--- config.mk ---
export PLATFORM = sky130hd
export DESIGN_NAME = sdir_top
export DESIGN_NICKNAME = d
export VERILOG_FILES = /design/src/sdir_pkg.sv /design/src/sdir_sync.sv /design/src/sdir_lock_det.sv /design/src/sdir_top.sv
export VERILOG_INCLUDE_DIRS = /design/src
export SDC_FILE = /design/constraint.sdc
export NUM_CORES = 1
export LEC_CHECK = 0
export BUFFER_PORTS_ARGS = -buffer_cell sky130_fd_sc_hd__buf_2
export CAP_MARGIN = 5
export CORE_MARGIN = 2
export CORE_UTILIZATION = 48
export CTS_CLUSTER_SIZE = 14
export DETAILED_ROUTE_END_ITERATION = 12
export GPL_TIMING_DRIVEN = 1
export HOLD_SLACK_MARGIN = 0.06
export PLACE_DENSITY = 0.76
export SYNTH_ARGS = -nofsm -noshare
export SYNTH_HDL_FRONTEND = slang
export SYNTH_HIERARCHICAL = 1
export SYNTH_SLANG_ARGS = --single-unit
--- constraint.sdc ---
create_clock -name pclk -period 2.1 [get_ports pclk]
set_input_delay 0.105 -clock pclk [delete_from_list [all_inputs] [get_ports pclk]]
set_output_delay 0.105 -clock pclk [all_outputs]
set_load 0.05 [all_outputs]
--- src/sdir_map.svh ---
// sdir_map.svh: offsets, field positions, reset values and timing counts
// assumes inclusion by bare name from the reclocker control files
`ifndef SDIR_MAP_SVH
`define SDIR_MAP_SVH

// ----------------------------------------------------------------------
// register byte offsets
// ----------------------------------------------------------------------
`define SDIR_OFS_CTRL       12'h000
`define SDIR_OFS_STATUS     12'h004
`define SDIR_OFS_INT_STAT   12'h008
`define SDIR_OFS_INT_CLR    12'h00C
`define SDIR_OFS_INT_EN     12'h010

// ----------------------------------------------------------------------
// field positions
// ----------------------------------------------------------------------
`define SDIR_CTRL_FORCE_BYP 0
`define SDIR_CTRL_SOFT_MUTE 1
`define SDIR_ST_LOCK        0
`define SDIR_ST_BYPASS      1
`define SDIR_ST_MUTE        2
`define SDIR_ST_CLK_MODE    3
`define SDIR_ST_CLK_INVALID 4
`define SDIR_ST_SEL_LO      5
`define SDIR_ST_SEL_HI      6
`define SDIR_INT_LOCK_GAIN  0
`define SDIR_INT_LOCK_LOSS  1
`define SDIR_INT_CLK_BAD    2

// ----------------------------------------------------------------------
// reset values
// ----------------------------------------------------------------------
`define SDIR_CTRL_RST       2'h0
`define SDIR_INT_EN_RST     3'h0
// pin defaults: sel 00, clock mode low, mute_n high, bypass low, rate ok
`define SDIR_PIN_RST        6'h04

// ----------------------------------------------------------------------
// timing
// ----------------------------------------------------------------------
`define SDIR_CLK_KHZ        10000
`define SDIR_ACQ_TIME_MS    15
`define SDIR_LOSS_TIME_MS   1
`define SDIR_ACQ_CYCLES     (`SDIR_ACQ_TIME_MS * `SDIR_CLK_KHZ)
`define SDIR_LOSS_CYCLES    (`SDIR_LOSS_TIME_MS * `SDIR_CLK_KHZ)
`define SDIR_BIT_CYCLES     2

`endif

--- src/sdir_pkg.sv ---
// sdir_pkg.sv: types shared by the reclocker control files
// assumes nothing beyond a SystemVerilog compiler
package sdir_pkg;

  // lock detector states, one-hot
  typedef enum logic [2:0]
  {
    SDIR_IDLE = 3'b001,
    SDIR_ACQ  = 3'b010,
    SDIR_LOCK = 3'b100
  } sdir_lock_state_type;

  typedef logic [31:0] sdir_word_type;

endpackage : sdir_pkg

--- src/sdir_sync.sv ---
// sdir_sync.sv: two-flop synchroniser for a group of levels
// assumes levels slow against pclk
`timescale 1ns/10ps
`default_nettype none

module sdir_sync
#(
  parameter int          WIDTH   = 1,
  parameter logic [WIDTH-1:0] RST_VAL = '0
)
(
  // clock and reset
  input  wire logic             pclk,
  input  wire logic             presetn,
  // levels
  input  wire logic [WIDTH-1:0] async_in,
  output logic      [WIDTH-1:0] sync_out
);

  logic [WIDTH-1:0] meta_r;

  always_ff @(posedge pclk or negedge presetn)
  begin
    if (!presetn)
    begin
      meta_r   <= RST_VAL;
      sync_out <= RST_VAL;
    end
    else
    begin
      meta_r   <= async_in;
      sync_out <= meta_r;
    end
  end

endmodule : sdir_sync

`default_nettype wire

--- src/sdir_lock_det.sv ---
// sdir_lock_det.sv: lock detector on the selected serial stream
// assumes data_bit synchronous to pclk, restart pulsed on input change
`timescale 1ns/10ps
`default_nettype none

module sdir_lock_det
  import sdir_pkg::*;
#(
  parameter int ACQ_CYCLES  = 150000,
  parameter int LOSS_CYCLES = 10000
)
(
  // clock and reset
  input  wire logic pclk,
  input  wire logic presetn,
  // control
  input  wire logic enable,
  input  wire logic restart,
  input  wire logic data_bit,
  // status
  output logic      locked
);

  localparam int CW = $clog2(ACQ_CYCLES + LOSS_CYCLES + 1);

  sdir_lock_state_type state_r, state_nxt;
  logic [CW-1:0] cnt_r, cnt_nxt;
  logic [CW-1:0] idle_r, idle_nxt;
  logic          prev_r;

  wire edge_seen = data_bit ^ prev_r;
  wire acq_done  = (cnt_r >= CW'(ACQ_CYCLES - 1));
  wire idle_done = (idle_r >= CW'(LOSS_CYCLES - 1));

  // ----------------------------------------------------------------------
  // next state
  // ----------------------------------------------------------------------
  always_comb
  begin
    state_nxt = state_r;
    cnt_nxt   = cnt_r;
    idle_nxt  = edge_seen ? '0 : idle_r + CW'(1);
    if (!enable || restart)
    begin
      state_nxt = SDIR_IDLE;
      cnt_nxt   = '0;
    end
    else
    begin
      case (state_r)
        SDIR_IDLE:
        begin
          cnt_nxt = '0;
          if (edge_seen)
            state_nxt = SDIR_ACQ;
        end
        SDIR_ACQ:
        begin
          cnt_nxt = cnt_r + CW'(1);
          if (idle_done)
            state_nxt = SDIR_IDLE;
          else if (acq_done)
            state_nxt = SDIR_LOCK;  // [RULE_13]
        end
        SDIR_LOCK:
        begin
          if (idle_done)
            state_nxt = SDIR_IDLE;
        end
        default:
          state_nxt = SDIR_IDLE;
      endcase
    end
  end

  always_ff @(posedge pclk or negedge presetn)
  begin
    if (!presetn)
    begin
      state_r <= SDIR_IDLE;
      cnt_r   <= '0;
      idle_r  <= '0;
      prev_r  <= 1'b0;
      locked  <= 1'b0;
    end
    else
    begin
      state_r <= state_nxt;
      cnt_r   <= cnt_nxt;
      idle_r  <= idle_nxt;
      prev_r  <= data_bit;
      locked  <= (state_nxt == SDIR_LOCK);
    end
  end

endmodule : sdir_lock_det

`default_nettype wire

--- src/sdir_top.sv ---
// sdir_top.sv: reclocker output steering, lock timing, APB registers
// assumes serial inputs and control pins sampled on pclk, one bit per
// BIT_CYCLES clocks; outputs are differential true/complement pairs
//
// Function
// [RULE_01] retime the selected serial stream at the line data rate
// [RULE_02] retime transport streams at that rate just like video
// [RULE_03] four serial inputs, exactly one active, chosen by two select pins
// [RULE_04] select code 00..11 maps to input 0..3; pins default to input 0
// [RULE_05] clock mode high puts the recovered bit clock on second output
// [RULE_06] clock mode low puts a copy of retimed data on second output
// [RULE_07] clock mode pin defaults low, so second output carries data
// [RULE_08] mute input low mutes primary and second outputs
// [RULE_09] bypass active in clock mode mutes the second output
// [RULE_10] a muted output holds true low, complement high, no toggling
// [RULE_11] clock rising edge falls at the centre of each data bit
// [RULE_12] unsupported rate in auto bypass with clock mode flags clock invalid
// [RULE_13] lock rises no later than 15 ms after first input transition
// [RULE_14] two retimed differential outputs: primary data and switchable second
// [RULE_15] bypass pin forces pass-through; else bypass when unlocked or bad rate
// [RULE_16] lock stays low under forced bypass; mute input defaults high
// [RULE_17] control pins pass a two-flop synchroniser before they steer anything
`timescale 1ns/10ps
`default_nettype none
`include "sdir_map.svh"

module sdir_top
  import sdir_pkg::*;
#(
  parameter int ACQ_CYCLES  = `SDIR_ACQ_CYCLES,
  parameter int LOSS_CYCLES = `SDIR_LOSS_CYCLES,
  parameter int BIT_CYCLES  = `SDIR_BIT_CYCLES
)
(
  // clock and reset
  input  wire logic        pclk,
  input  wire logic        presetn,
  // apb slave
  input  wire logic        psel,
  input  wire logic        penable,
  input  wire logic        pwrite,
  input  wire logic [11:0] paddr,
  input  wire logic [31:0] pwdata,
  output logic      [31:0] prdata,
  output logic             pready,
  output logic             pslverr,
  // serial inputs
  input  wire logic [3:0]  serial_inputs,
  // control pins
  input  wire logic        input_select_low,
  input  wire logic        input_select_high,
  input  wire logic        second_output_clock_mode,
  input  wire logic        output_mute_n,
  input  wire logic        bypass,
  input  wire logic        rate_unsupported,
  // serial outputs
  output logic             primary_serial_output_p,
  output logic             primary_serial_output_n,
  output logic             second_serial_output_p,
  output logic             second_serial_output_n,
  // indicators
  output logic             lock_indicator,
  output logic             clock_invalid,
  output logic             irq
);

  localparam int BW   = (BIT_CYCLES > 1) ? $clog2(BIT_CYCLES) : 1;
  localparam int HALF = BIT_CYCLES / 2;

  // ----------------------------------------------------------------------
  // control pin synchroniser
  // ----------------------------------------------------------------------
  logic [5:0] pins_q;
  logic [1:0] sel_q;
  logic       clk_mode_q, mute_n_q, bypass_q, rate_bad_q;

  sdir_sync #(.WIDTH(6), .RST_VAL(`SDIR_PIN_RST)) u_sync
  (
    .pclk     (pclk),
    .presetn  (presetn),
    .async_in ({input_select_high, input_select_low, second_output_clock_mode,
                output_mute_n, bypass, rate_unsupported}),
    .sync_out (pins_q)
  );  // [RULE_17]

  assign sel_q      = pins_q[5:4];
  assign clk_mode_q = pins_q[3];  // [RULE_07]
  assign mute_n_q   = pins_q[2];  // [RULE_16]
  assign bypass_q   = pins_q[1];
  assign rate_bad_q = pins_q[0];

  // ----------------------------------------------------------------------
  // registers
  // ----------------------------------------------------------------------
  logic [1:0] ctrl_r;
  logic [2:0] int_stat_r, int_stat_nxt;
  logic [2:0] int_en_r;
  logic [1:0] sel_prev_r;
  logic       lock_prev_r, clk_bad_prev_r;

  // ----------------------------------------------------------------------
  // input selection and bypass decision
  // ----------------------------------------------------------------------
  wire sel_bit     = serial_inputs[sel_q];  // [RULE_03] [RULE_04]
  wire sel_change  = (sel_q != sel_prev_r);
  wire force_byp   = bypass_q | ctrl_r[`SDIR_CTRL_FORCE_BYP];
  wire mute_act    = ~mute_n_q | ctrl_r[`SDIR_CTRL_SOFT_MUTE];  // [RULE_08]
  wire locked;
  wire bypass_act  = force_byp | ~locked | rate_bad_q;  // [RULE_15]
  wire clk_bad_nxt = clk_mode_q & ~force_byp & rate_bad_q;  // [RULE_12]

  sdir_lock_det #(.ACQ_CYCLES(ACQ_CYCLES), .LOSS_CYCLES(LOSS_CYCLES)) u_lock
  (
    .pclk     (pclk),
    .presetn  (presetn),
    .enable   (~force_byp),
    .restart  (sel_change),
    .data_bit (sel_bit),
    .locked   (locked)
  );

  // ----------------------------------------------------------------------
  // bit timing and retiming
  // ----------------------------------------------------------------------
  logic [BW-1:0] bit_cnt_r, bit_cnt_nxt;
  logic          retime_r, retime_nxt;
  logic          bitclk_r;

  wire bit_start = (bit_cnt_r == '0);
  assign bit_cnt_nxt = (bit_cnt_r == BW'(BIT_CYCLES - 1)) ? '0 : bit_cnt_r + BW'(1);
  // retimed path samples once per bit; bypass follows the input every clock
  assign retime_nxt = (bypass_act | bit_start) ? sel_bit : retime_r;  // [RULE_01] [RULE_02]

  // ----------------------------------------------------------------------
  // output steering
  // ----------------------------------------------------------------------
  wire sec_mute = mute_act | (clk_mode_q & bypass_act);  // [RULE_08] [RULE_09]
  wire sec_src  = clk_mode_q ? bitclk_r : retime_r;  // [RULE_05] [RULE_06]
  wire prim_nxt = mute_act ? 1'b0 : retime_r;  // [RULE_10]
  wire sec_nxt  = sec_mute ? 1'b0 : sec_src;  // [RULE_10]

  always_ff @(posedge pclk or negedge presetn)
  begin
    if (!presetn)
    begin
      bit_cnt_r <= '0;
      retime_r  <= 1'b0;
      bitclk_r  <= 1'b0;
    end
    else
    begin
      bit_cnt_r <= bit_cnt_nxt;
      retime_r  <= retime_nxt;
      // low while retimed data is fresh, rises half a bit after it moves
      bitclk_r  <= (bit_cnt_nxt == '0) | (bit_cnt_nxt > BW'(HALF));  // [RULE_11]
    end
  end

  always_ff @(posedge pclk or negedge presetn)
  begin
    if (!presetn)
    begin
      primary_serial_output_p <= 1'b0;
      primary_serial_output_n <= 1'b1;
      second_serial_output_p  <= 1'b0;
      second_serial_output_n  <= 1'b1;
      lock_indicator          <= 1'b0;
      clock_invalid           <= 1'b0;
    end
    else
    begin
      primary_serial_output_p <= prim_nxt;  // [RULE_14]
      primary_serial_output_n <= ~prim_nxt;
      second_serial_output_p  <= sec_nxt;  // [RULE_14]
      second_serial_output_n  <= ~sec_nxt;
      lock_indicator          <= locked & ~force_byp;  // [RULE_16]
      clock_invalid           <= clk_bad_nxt;  // [RULE_12]
    end
  end

  // ----------------------------------------------------------------------
  // apb decode
  // ----------------------------------------------------------------------
  wire setup    = psel & ~penable;
  wire wr_fire  = psel & penable & pwrite & pready;
  wire hit_ctrl = (paddr == `SDIR_OFS_CTRL);
  wire hit_stat = (paddr == `SDIR_OFS_STATUS);
  wire hit_ist  = (paddr == `SDIR_OFS_INT_STAT);
  wire hit_iclr = (paddr == `SDIR_OFS_INT_CLR);
  wire hit_ien  = (paddr == `SDIR_OFS_INT_EN);
  wire mapped   = hit_ctrl | hit_stat | hit_ist | hit_iclr | hit_ien;
  wire bad_acc  = ~mapped | (pwrite & (hit_stat | hit_ist)) | (~pwrite & hit_iclr);

  sdir_word_type status_word;
  sdir_word_type rd_word;

  assign status_word = {25'h000_0000, sel_q, clock_invalid, clk_mode_q,
                        mute_act, bypass_act, lock_indicator};
  assign rd_word = hit_ctrl ? {30'h0000_0000, ctrl_r} :
                   hit_stat ? status_word :
                   hit_ist  ? {29'h0000_0000, int_stat_r} :
                   hit_ien  ? {29'h0000_0000, int_en_r} : 32'h0000_0000;

  // ----------------------------------------------------------------------
  // interrupt events; a new event wins over a clear in the same cycle
  // ----------------------------------------------------------------------
  wire [2:0] int_set = {clk_bad_nxt & ~clk_bad_prev_r,
                        lock_prev_r & ~locked,
                        locked & ~lock_prev_r};
  wire [2:0] int_clr = (wr_fire & hit_iclr) ? pwdata[2:0] : 3'h0;
  assign int_stat_nxt = (int_stat_r & ~int_clr) | int_set;

  always_ff @(posedge pclk or negedge presetn)
  begin
    if (!presetn)
    begin
      ctrl_r         <= `SDIR_CTRL_RST;
      int_en_r       <= `SDIR_INT_EN_RST;
      int_stat_r     <= 3'h0;
      sel_prev_r     <= 2'h0;
      lock_prev_r    <= 1'b0;
      clk_bad_prev_r <= 1'b0;
      irq            <= 1'b0;
    end
    else
    begin
      if (wr_fire & hit_ctrl)
        ctrl_r <= pwdata[1:0];
      if (wr_fire & hit_ien)
        int_en_r <= pwdata[2:0];
      int_stat_r     <= int_stat_nxt;
      sel_prev_r     <= sel_q;
      lock_prev_r    <= locked;
      clk_bad_prev_r <= clk_bad_nxt;
      irq            <= |(int_stat_nxt & (wr_fire & hit_ien ? pwdata[2:0] : int_en_r));
    end
  end

  // ----------------------------------------------------------------------
  // apb answer: one wait-free access phase after each setup
  // ----------------------------------------------------------------------
  always_ff @(posedge pclk or negedge presetn)
  begin
    if (!presetn)
    begin
      pready  <= 1'b0;
      pslverr <= 1'b0;
      prdata  <= 32'h0000_0000;
    end
    else
    begin
      pready  <= setup;
      pslverr <= setup & bad_acc;
      prdata  <= (setup & ~pwrite) ? rd_word : 32'h0000_0000;
    end
  end

endmodule : sdir_top

`default_nettype wire

==> results by group, run 1 <==
Logic synthesis
  – EDFF count, synth: 0
  – Cell variety after synth: 61
  – Yosys warns: 6
  – Top post-synthesis cells by area: dfrtp_1 (48%), buf_4 (4.8%), dfstp_2 (3.2%)
  – Top FF cell, synth: dfrtp_1
  – Area leader, netlist: dfrtp_1
  – Sequential area share after synthesis: 0.511
  – Yosys reg bits: 83
  – Synth top area share: 0.479
  – Syn avg cell area: 10.1 um2
  – Cell Area, Synth: around 4000 um2
  – Synthesized netlist cell count: 405
  – Async SR Flop Fraction: 1.00

Global routing
  – GRT overflow: 0
  – Initial antenna violation count: 0
  – Aggregate global-route resource usage: 0.194
  – Vias in the first global route: approximately 3,000
  – Pin count of the biggest net entering global routing: 36
  – First-pass GRT wire length: 13,800 um

STA
  – Setup violations, final: 0
  – Worst Skew: 11.0 ps
  – Final Slew Violations: 0
  – Final Hold Vio Count: 0
  – Final hold slack: 90.4 ps
  – Final worst-path cycle share: 0.958
  – Setup_tns: 0 ps
  – Min Tclk post-route: 2010 ps
  – Fmax: 497 MHz
  – RSZ-0062 raised after global routing: true
  – Final worst slack: 87.2 ps
  – Slew HR: 0.627
  – Tightest Pin Transition: 556 ps

Worst setup path
  – Crit path DAT: 2310 ps
  – Worst setup SP type: flip-flop
  – Flop-to-flop setup slack: 90 ps
  – Critical Path RT: 2400 ps
  – Reg-to-reg startpoint: u_sync/sync_out[5]
  – Max Fanout on Critical Path: 4
  – Crit Path Category: reg2reg
  – Slowest stage cell, crit path: or4b_1
  – Slowest Stage Delay on Critical Path: ~510 ps
  – R2R depth: 6
  – Critical Path End Type: flip-flop
  – CP Cell Sequence: xnor2_1, nand2_1, or3b_4, or2_4, or4b_1, nand3_1
  – Reg-to-reg endpoint: u_lock/cnt_r[11]

Place
  – Detailed-placement wirelength estimate: between 5000 and 6000 um
  – Worst slack, placed: 63.3 ps
  – GP Congestion: 0.934
  – Port Buffers: 45
  – Cell Area, Placed: 4370 um2
  – Placed insts: ~550

Clock tree
  – Clock sink total: just over 80
  – CTS tree: yes
  – Root Buffer: clkbuf_8
  – Worst-Skew Late Latency: 360 ps
  – Clk slew on worst S/H paths: 100 ps
  – CTS buffer count: 9
  – Maximum root-to-sink buffer count: 2
  – # H-tree levels: 3

Detailed routing
  – Remaining antenna violation count after routing: 0
  – # DRC: 0
  – DRT iter0 DRCs: ~180
  – Wire per inst: roughly 14 um
  – Post-DR vias/cell: 5.47
  – First-pass DRT Iterations: 4
  – Via count: 3,163
  – Post-Route WL: about 8200 um

Floorplan
  – Die height: 96.2 um
  – # IOs: 100
  – Core ar.: about 8200 um2
  – Cell Rows: 33
  – Initial core utilization: 0.496
  – Die ar.: 9250 um2
  – Die X-Extent: 96.2 um

Pwr
  – Total power: 3.20 mW
  – Pleak: approximately 2.2 nW
  – Power density cells: 678 nW/um2
  – Max VDD drop: approximately 560 uV

Cells and area
  – Nets@finish: 529
  – Final Core Density: 0.574
  – Fin area: 4720 um2
  – Area grow syn2layout: 15.8%
  – Share of layout cells above drive strength 1: 0.205
  – Finished Layout Cells: 578
  – Antenna diode count: 0

Job
  – MaxCap Viol Count: 0

Min path
  – Min-delay worst type: in2reg
  – Hold EP: prdata[2]
  – Hold Crit Depth: 3
  – Hold path start: paddr[2]

Status
  – Status: finished clean
[flip-flops by register name, summed over array words and instances, names as in the netlist, 2 cells and up]
register / count
ctrl_r: 2
prdata: 7
u_lock/cnt_r: 18
sel_prev_r: 2
u_lock/idle_r: 18
u_sync/meta_r: 6
u_lock/state_r: 3
u_sync/sync_out: 6
int_stat_r: 3
int_en_r: 3
[layer usage]
layer,global-route usage,vias to the layer above,wire [um]
met3,0.0525,6,452
met1,0.250,1537,3640
met2,0.322,96,4040
li1,-,1524,-
met4,0.0548,0,72
met5,0,-,0
[kinds of logic (layout without fill, tap and decap cells)]
logic type,count (synthesis),in the layout,synth area share
AOI/OAI and AO/OA,80,80,0.134
buffers and inverters,57,101,0.0777
other,1,25,0.000920
adders and majority gates,2,2,0.00614
DFF,83,83,0.511
and+or+nand+nor,160,160,0.218
xor gates and xnor gates,15,15,0.0322
muxes,7,7,0.0209
[area by class of cell]
| cell class | count | area (um2) |
|---|---|---|
| Fill cell | 701 | 3500 |
| Inverter | 17 | 63.8 |
| Clock inverter | 7 | 78.8 |
| Clock buffer | 9 | 124 |
| Sequential cell | 83 | 2080 |
| Multi-Input combinational cell | 289 | 1780 |
| Tap cell | 105 | 131 |
| Timing Repair Buffer | 68 | 459 |
[what timing repair did]
| action | in CTS | in global routing |
|---|---|---|
| endpoints found under the setup margin | 0 | 14 |
| buffers inserted | 0 | 1 |
| endpoints found under the hold margin | 75 | 0 |
| hold buffers | 12 | 0 |
| resized for setup | 0 | 4 |
[Yosys cell counts, drive strengths merged, types with 3 or more instances]
master	instances
o21ai	18
dfrtp	78
nand3	19
a31oi	9
xor2	11
nor2b	10
mux2i	4
a31o	4
nand2b	8
buf	30
nand4	11
dfstp	5
nor4	10
xnor2	4
inv	17
or3	6
o31ai	5
a41oi	3
or2	6
nor2	24
and2	10
clkbuf	10
a211oi	4
and3	9
a22o	3
nand2	28
a21oi	16
nor3	10
[how the worst max path moves through the flow]
| stage | start | end |
|---|---|---|
| after floorplan | u_sync/sync_out[4] | u_lock/cnt_r[11] |
| after global placement | u_sync/sync_out[5] | u_lock/cnt_r[11] |
| after detailed placement | u_sync/sync_out[5] | u_lock/cnt_r[11] |
| after CTS | u_sync/sync_out[5] | u_lock/cnt_r[11] |
| after global routing | u_sync/sync_out[5] | u_lock/cnt_r[11] |
| final | u_sync/sync_out[5] | u_lock/cnt_r[11] |
[where the power goes]
part           switching (mW)  internal (mW)  leakage (nW)
Combinational           0.278          0.113         0.978
Clock                   0.659          0.472         0.102
Sequential             0.0301           1.65          1.09
[worst max-delay path, delay by kind of cell, from the launching register on]
family / cells / cell delay (ps)
XOR/XNOR: 1 / 160
flip-flops: 1 / 420
AND/OR/NAND/NOR: 5 / 1380
[cells in the final DEF, fill, tap and decap left out, types with 6 or more instances in the layout]
cell type      synthesis  final
buf_4                 26      9
and2_1                10     10
a31oi_1                9      9
conb_1                 1     25
clkbuf_8               0      9
and3_1                 9      9
nand4_1               11     11
buf_2                  4     44
nand3_1               18     18
dlygate4sd3_1          0     12
nor3_1                 9      9
nor2b_1               10     10
xor2_1                11     11
dfrtp_1               78     78
o21ai_0               17     17
nand2_1               28     28
nand2b_1               8      8
or3_1                  6      6
a21oi_1               16     16
nor2_1                24     24
inv_1                 17     17
nor4_1                 8      8
Note: power is estimated with default switching activity, not from simulation.
==> run 2: changes to the inputs <==
Settings changed: RECOVER_POWER from default to 100.
==> run 2 against run 1 <==
Effect of this change: final cell count stayed put; critical path depth unchanged; setup slack did not move; clock skew unchanged; non-clock buffer count unchanged; sequential share of layout area about the same; utilization is essentially flat; sequential power is essentially flat; clock power barely moved; maximum frequency unchanged; critical endpoint unchanged.
==> results by group, run 2 (synthesis results as in run 1) <==
Status
  – Status: finished clean

STA
  – Worst Skew: 11.0 ps
  – RSZ-0062 raised after global routing: true
  – Final Slew Violations: 0
  – Final Hold Vio Count: 0
  – Fmax: 497 MHz
  – Final worst-path cycle share: 0.958
  – Tightest Pin Transition: 813 ps
  – Min Tclk post-route: 2010 ps
  – Slew HR: 0.458
  – Setup violations, final: 0
  – Final worst slack: 87.2 ps

Pwr
  – Max VDD drop: 565 uV
  – Pleak: 2.17 nW
  – Total power: 3.20 mW
  – Power density cells: 678 nW/um2

Global routing
  – GRT overflow: 0
  – First-pass GRT wire length: 13,800 um
  – Vias in the first global route: about 3,000
  – Pin count of the biggest net entering global routing: 36
  – Initial antenna violation count: 0
  – Aggregate global-route resource usage: 0.194

Cells and area
  – Commonest cells after routing, fill and taps aside: dfrtp_1 (78), buf_2 (44), nand2_1 (28), conb_1 (25), nor2_1 (24)
  – Nets@finish: 529
  – Antenna diode count: 0
  – Filler instances: between 700 and 800
  – Largest registers: u_lock/cnt_r: 18 flops, u_lock/idle_r: 18 flops, prdata: 7 flops
  – Finished Layout Cells: 578
  – Commonest non-fill, non-tap cell in the layout: dfrtp_1
  – Share of layout cells above drive strength 1: 0.205
  – Area grow syn2layout: 15.7%

Place
  – Worst slack, placed: 63.3 ps
  – Placed insts: between 500 and 600
  – GP Congestion: 0.934
  – Detailed-placement wirelength estimate: 5860 um
  – Port Buffers: 45

Floorplan
  – # IOs: 100
  – Cell Rows: 33
  – Initial core utilization: 0.496
  – Die ar.: 9250 um2
  – Die height: 96.2 um
  – Die X-Extent: 96.2 um
  – Core ar.: 8220 um2

Clock tree
  – Maximum root-to-sink buffer count: 2
  – Root Buffer: clkbuf_8
  – Worst-Skew Late Latency: 360 ps
  – # H-tree levels: 3
  – Clock sink total: 83
  – CTS buffer count: 9
  – Clk slew on worst S/H paths: about 100 ps
  – CTS tree: yes

Worst setup path
  – Max Fanout on Critical Path: 4
  – Worst setup SP type: flip-flop
  – Slowest stage cell, crit path: or4b_1
  – Kind of cell adding the most delay to the critical path: simple AND/OR/NAND/NOR gates
  – Crit Path Category: reg2reg
  – Critical Path RT: 2400 ps
  – CP bufs+invs: 0
  – Flop-to-flop setup slack: 90 ps
  – Slowest Stage Delay on Critical Path: 510 ps
  – Crit path DAT: 2310 ps
  – Critical Path End Type: flip-flop
  – CP Cell Sequence: xnor2_1, nand2_1, or3b_4, or2_4, or4b_1, nand3_1

Detailed routing
  – Remaining antenna violation count after routing: 0
  – Post-Route WL: 8210 um
  – Wire per inst: 14.2 um
  – First-pass DRT Iterations: 4
  – Post-DR vias/cell: 5.47
  – # DRC: 0
  – DRT iter0 DRCs: roughly 180
  – Via count: 3,163

Job
  – MaxCap Viol Count: 0

Min path
  – Min-delay worst type: in2reg
==> run 2: layout make-up <==
class                           count  area (um2)  area share
Sequential cell                    83        2080       0.442
Multi-Input combinational cell    289        1780       0.377
Timing Repair Buffer               68         457      0.0968
Tap cell                          105         131      0.0279
Clock buffer                        9         124      0.0263
Clock inverter                      7        78.8      0.0167
Inverter                           17        63.8      0.0135
==> run 2: worst reg2reg max path: cells and delay by family, from the launching register on <==
family	cells	cell delay [ps]
flops	1	420
simple gates	5	1380
xor+xnor	1	160
==> run 2: routing by layer <==
| layer | global-route usage | wire, um |
|---|---|---|
| met1 | 0.250 | 3650 |
| met2 | 0.322 | 4040 |
| met4 | 0.0548 | 72 |
| met3 | 0.0525 | 451 |
| met5 | 0 | 0 |
==> run 2: path summary, 6_finish.rpt <==
kind	startpoint	end	cells past startpoint
worst max-delay path	u_sync/sync_out[5]	u_lock/cnt_r[11]	6
worst min-delay path	paddr[2]	prdata[2]	3
worst max register to register	u_sync/sync_out[5]	u_lock/cnt_r[11]	6
worst min register to register	u_sync/meta_r[5]	u_sync/sync_out[5]	0
max in group asynchronous	presetn	u_lock/state_r[0]	3
min in group asynchronous	presetn	pready	2
==> run 2: report_power, final <==
group	internal, mW	switching [mW]
logic	0.112	0.278
registers	1.65	0.0301
clock network	0.472	0.659
total	2.23	0.968
==> run 2: what timing repair did <==
action / in CTS / in global routing
buffers inserted: 0 / 1
setup endpoints to repair: 0 / 14
hold buffers: 12 / 0
gates resized for setup: 0 / 4
endpoints found under the hold margin: 75 / 0
==> run 2: through the flow <==
stage	hold slack, ps	util	area (um2)	setup TNS (ps)
global route	112	0.574	4720	-57.6
global placement	70.8	0.532	4370	0
floorplan	-191	-	4170	0
detailed placement	74.6	0.532	4370	0
CTS	65.0	0.571	4700	0
finish	90.4	0.574	4720	0
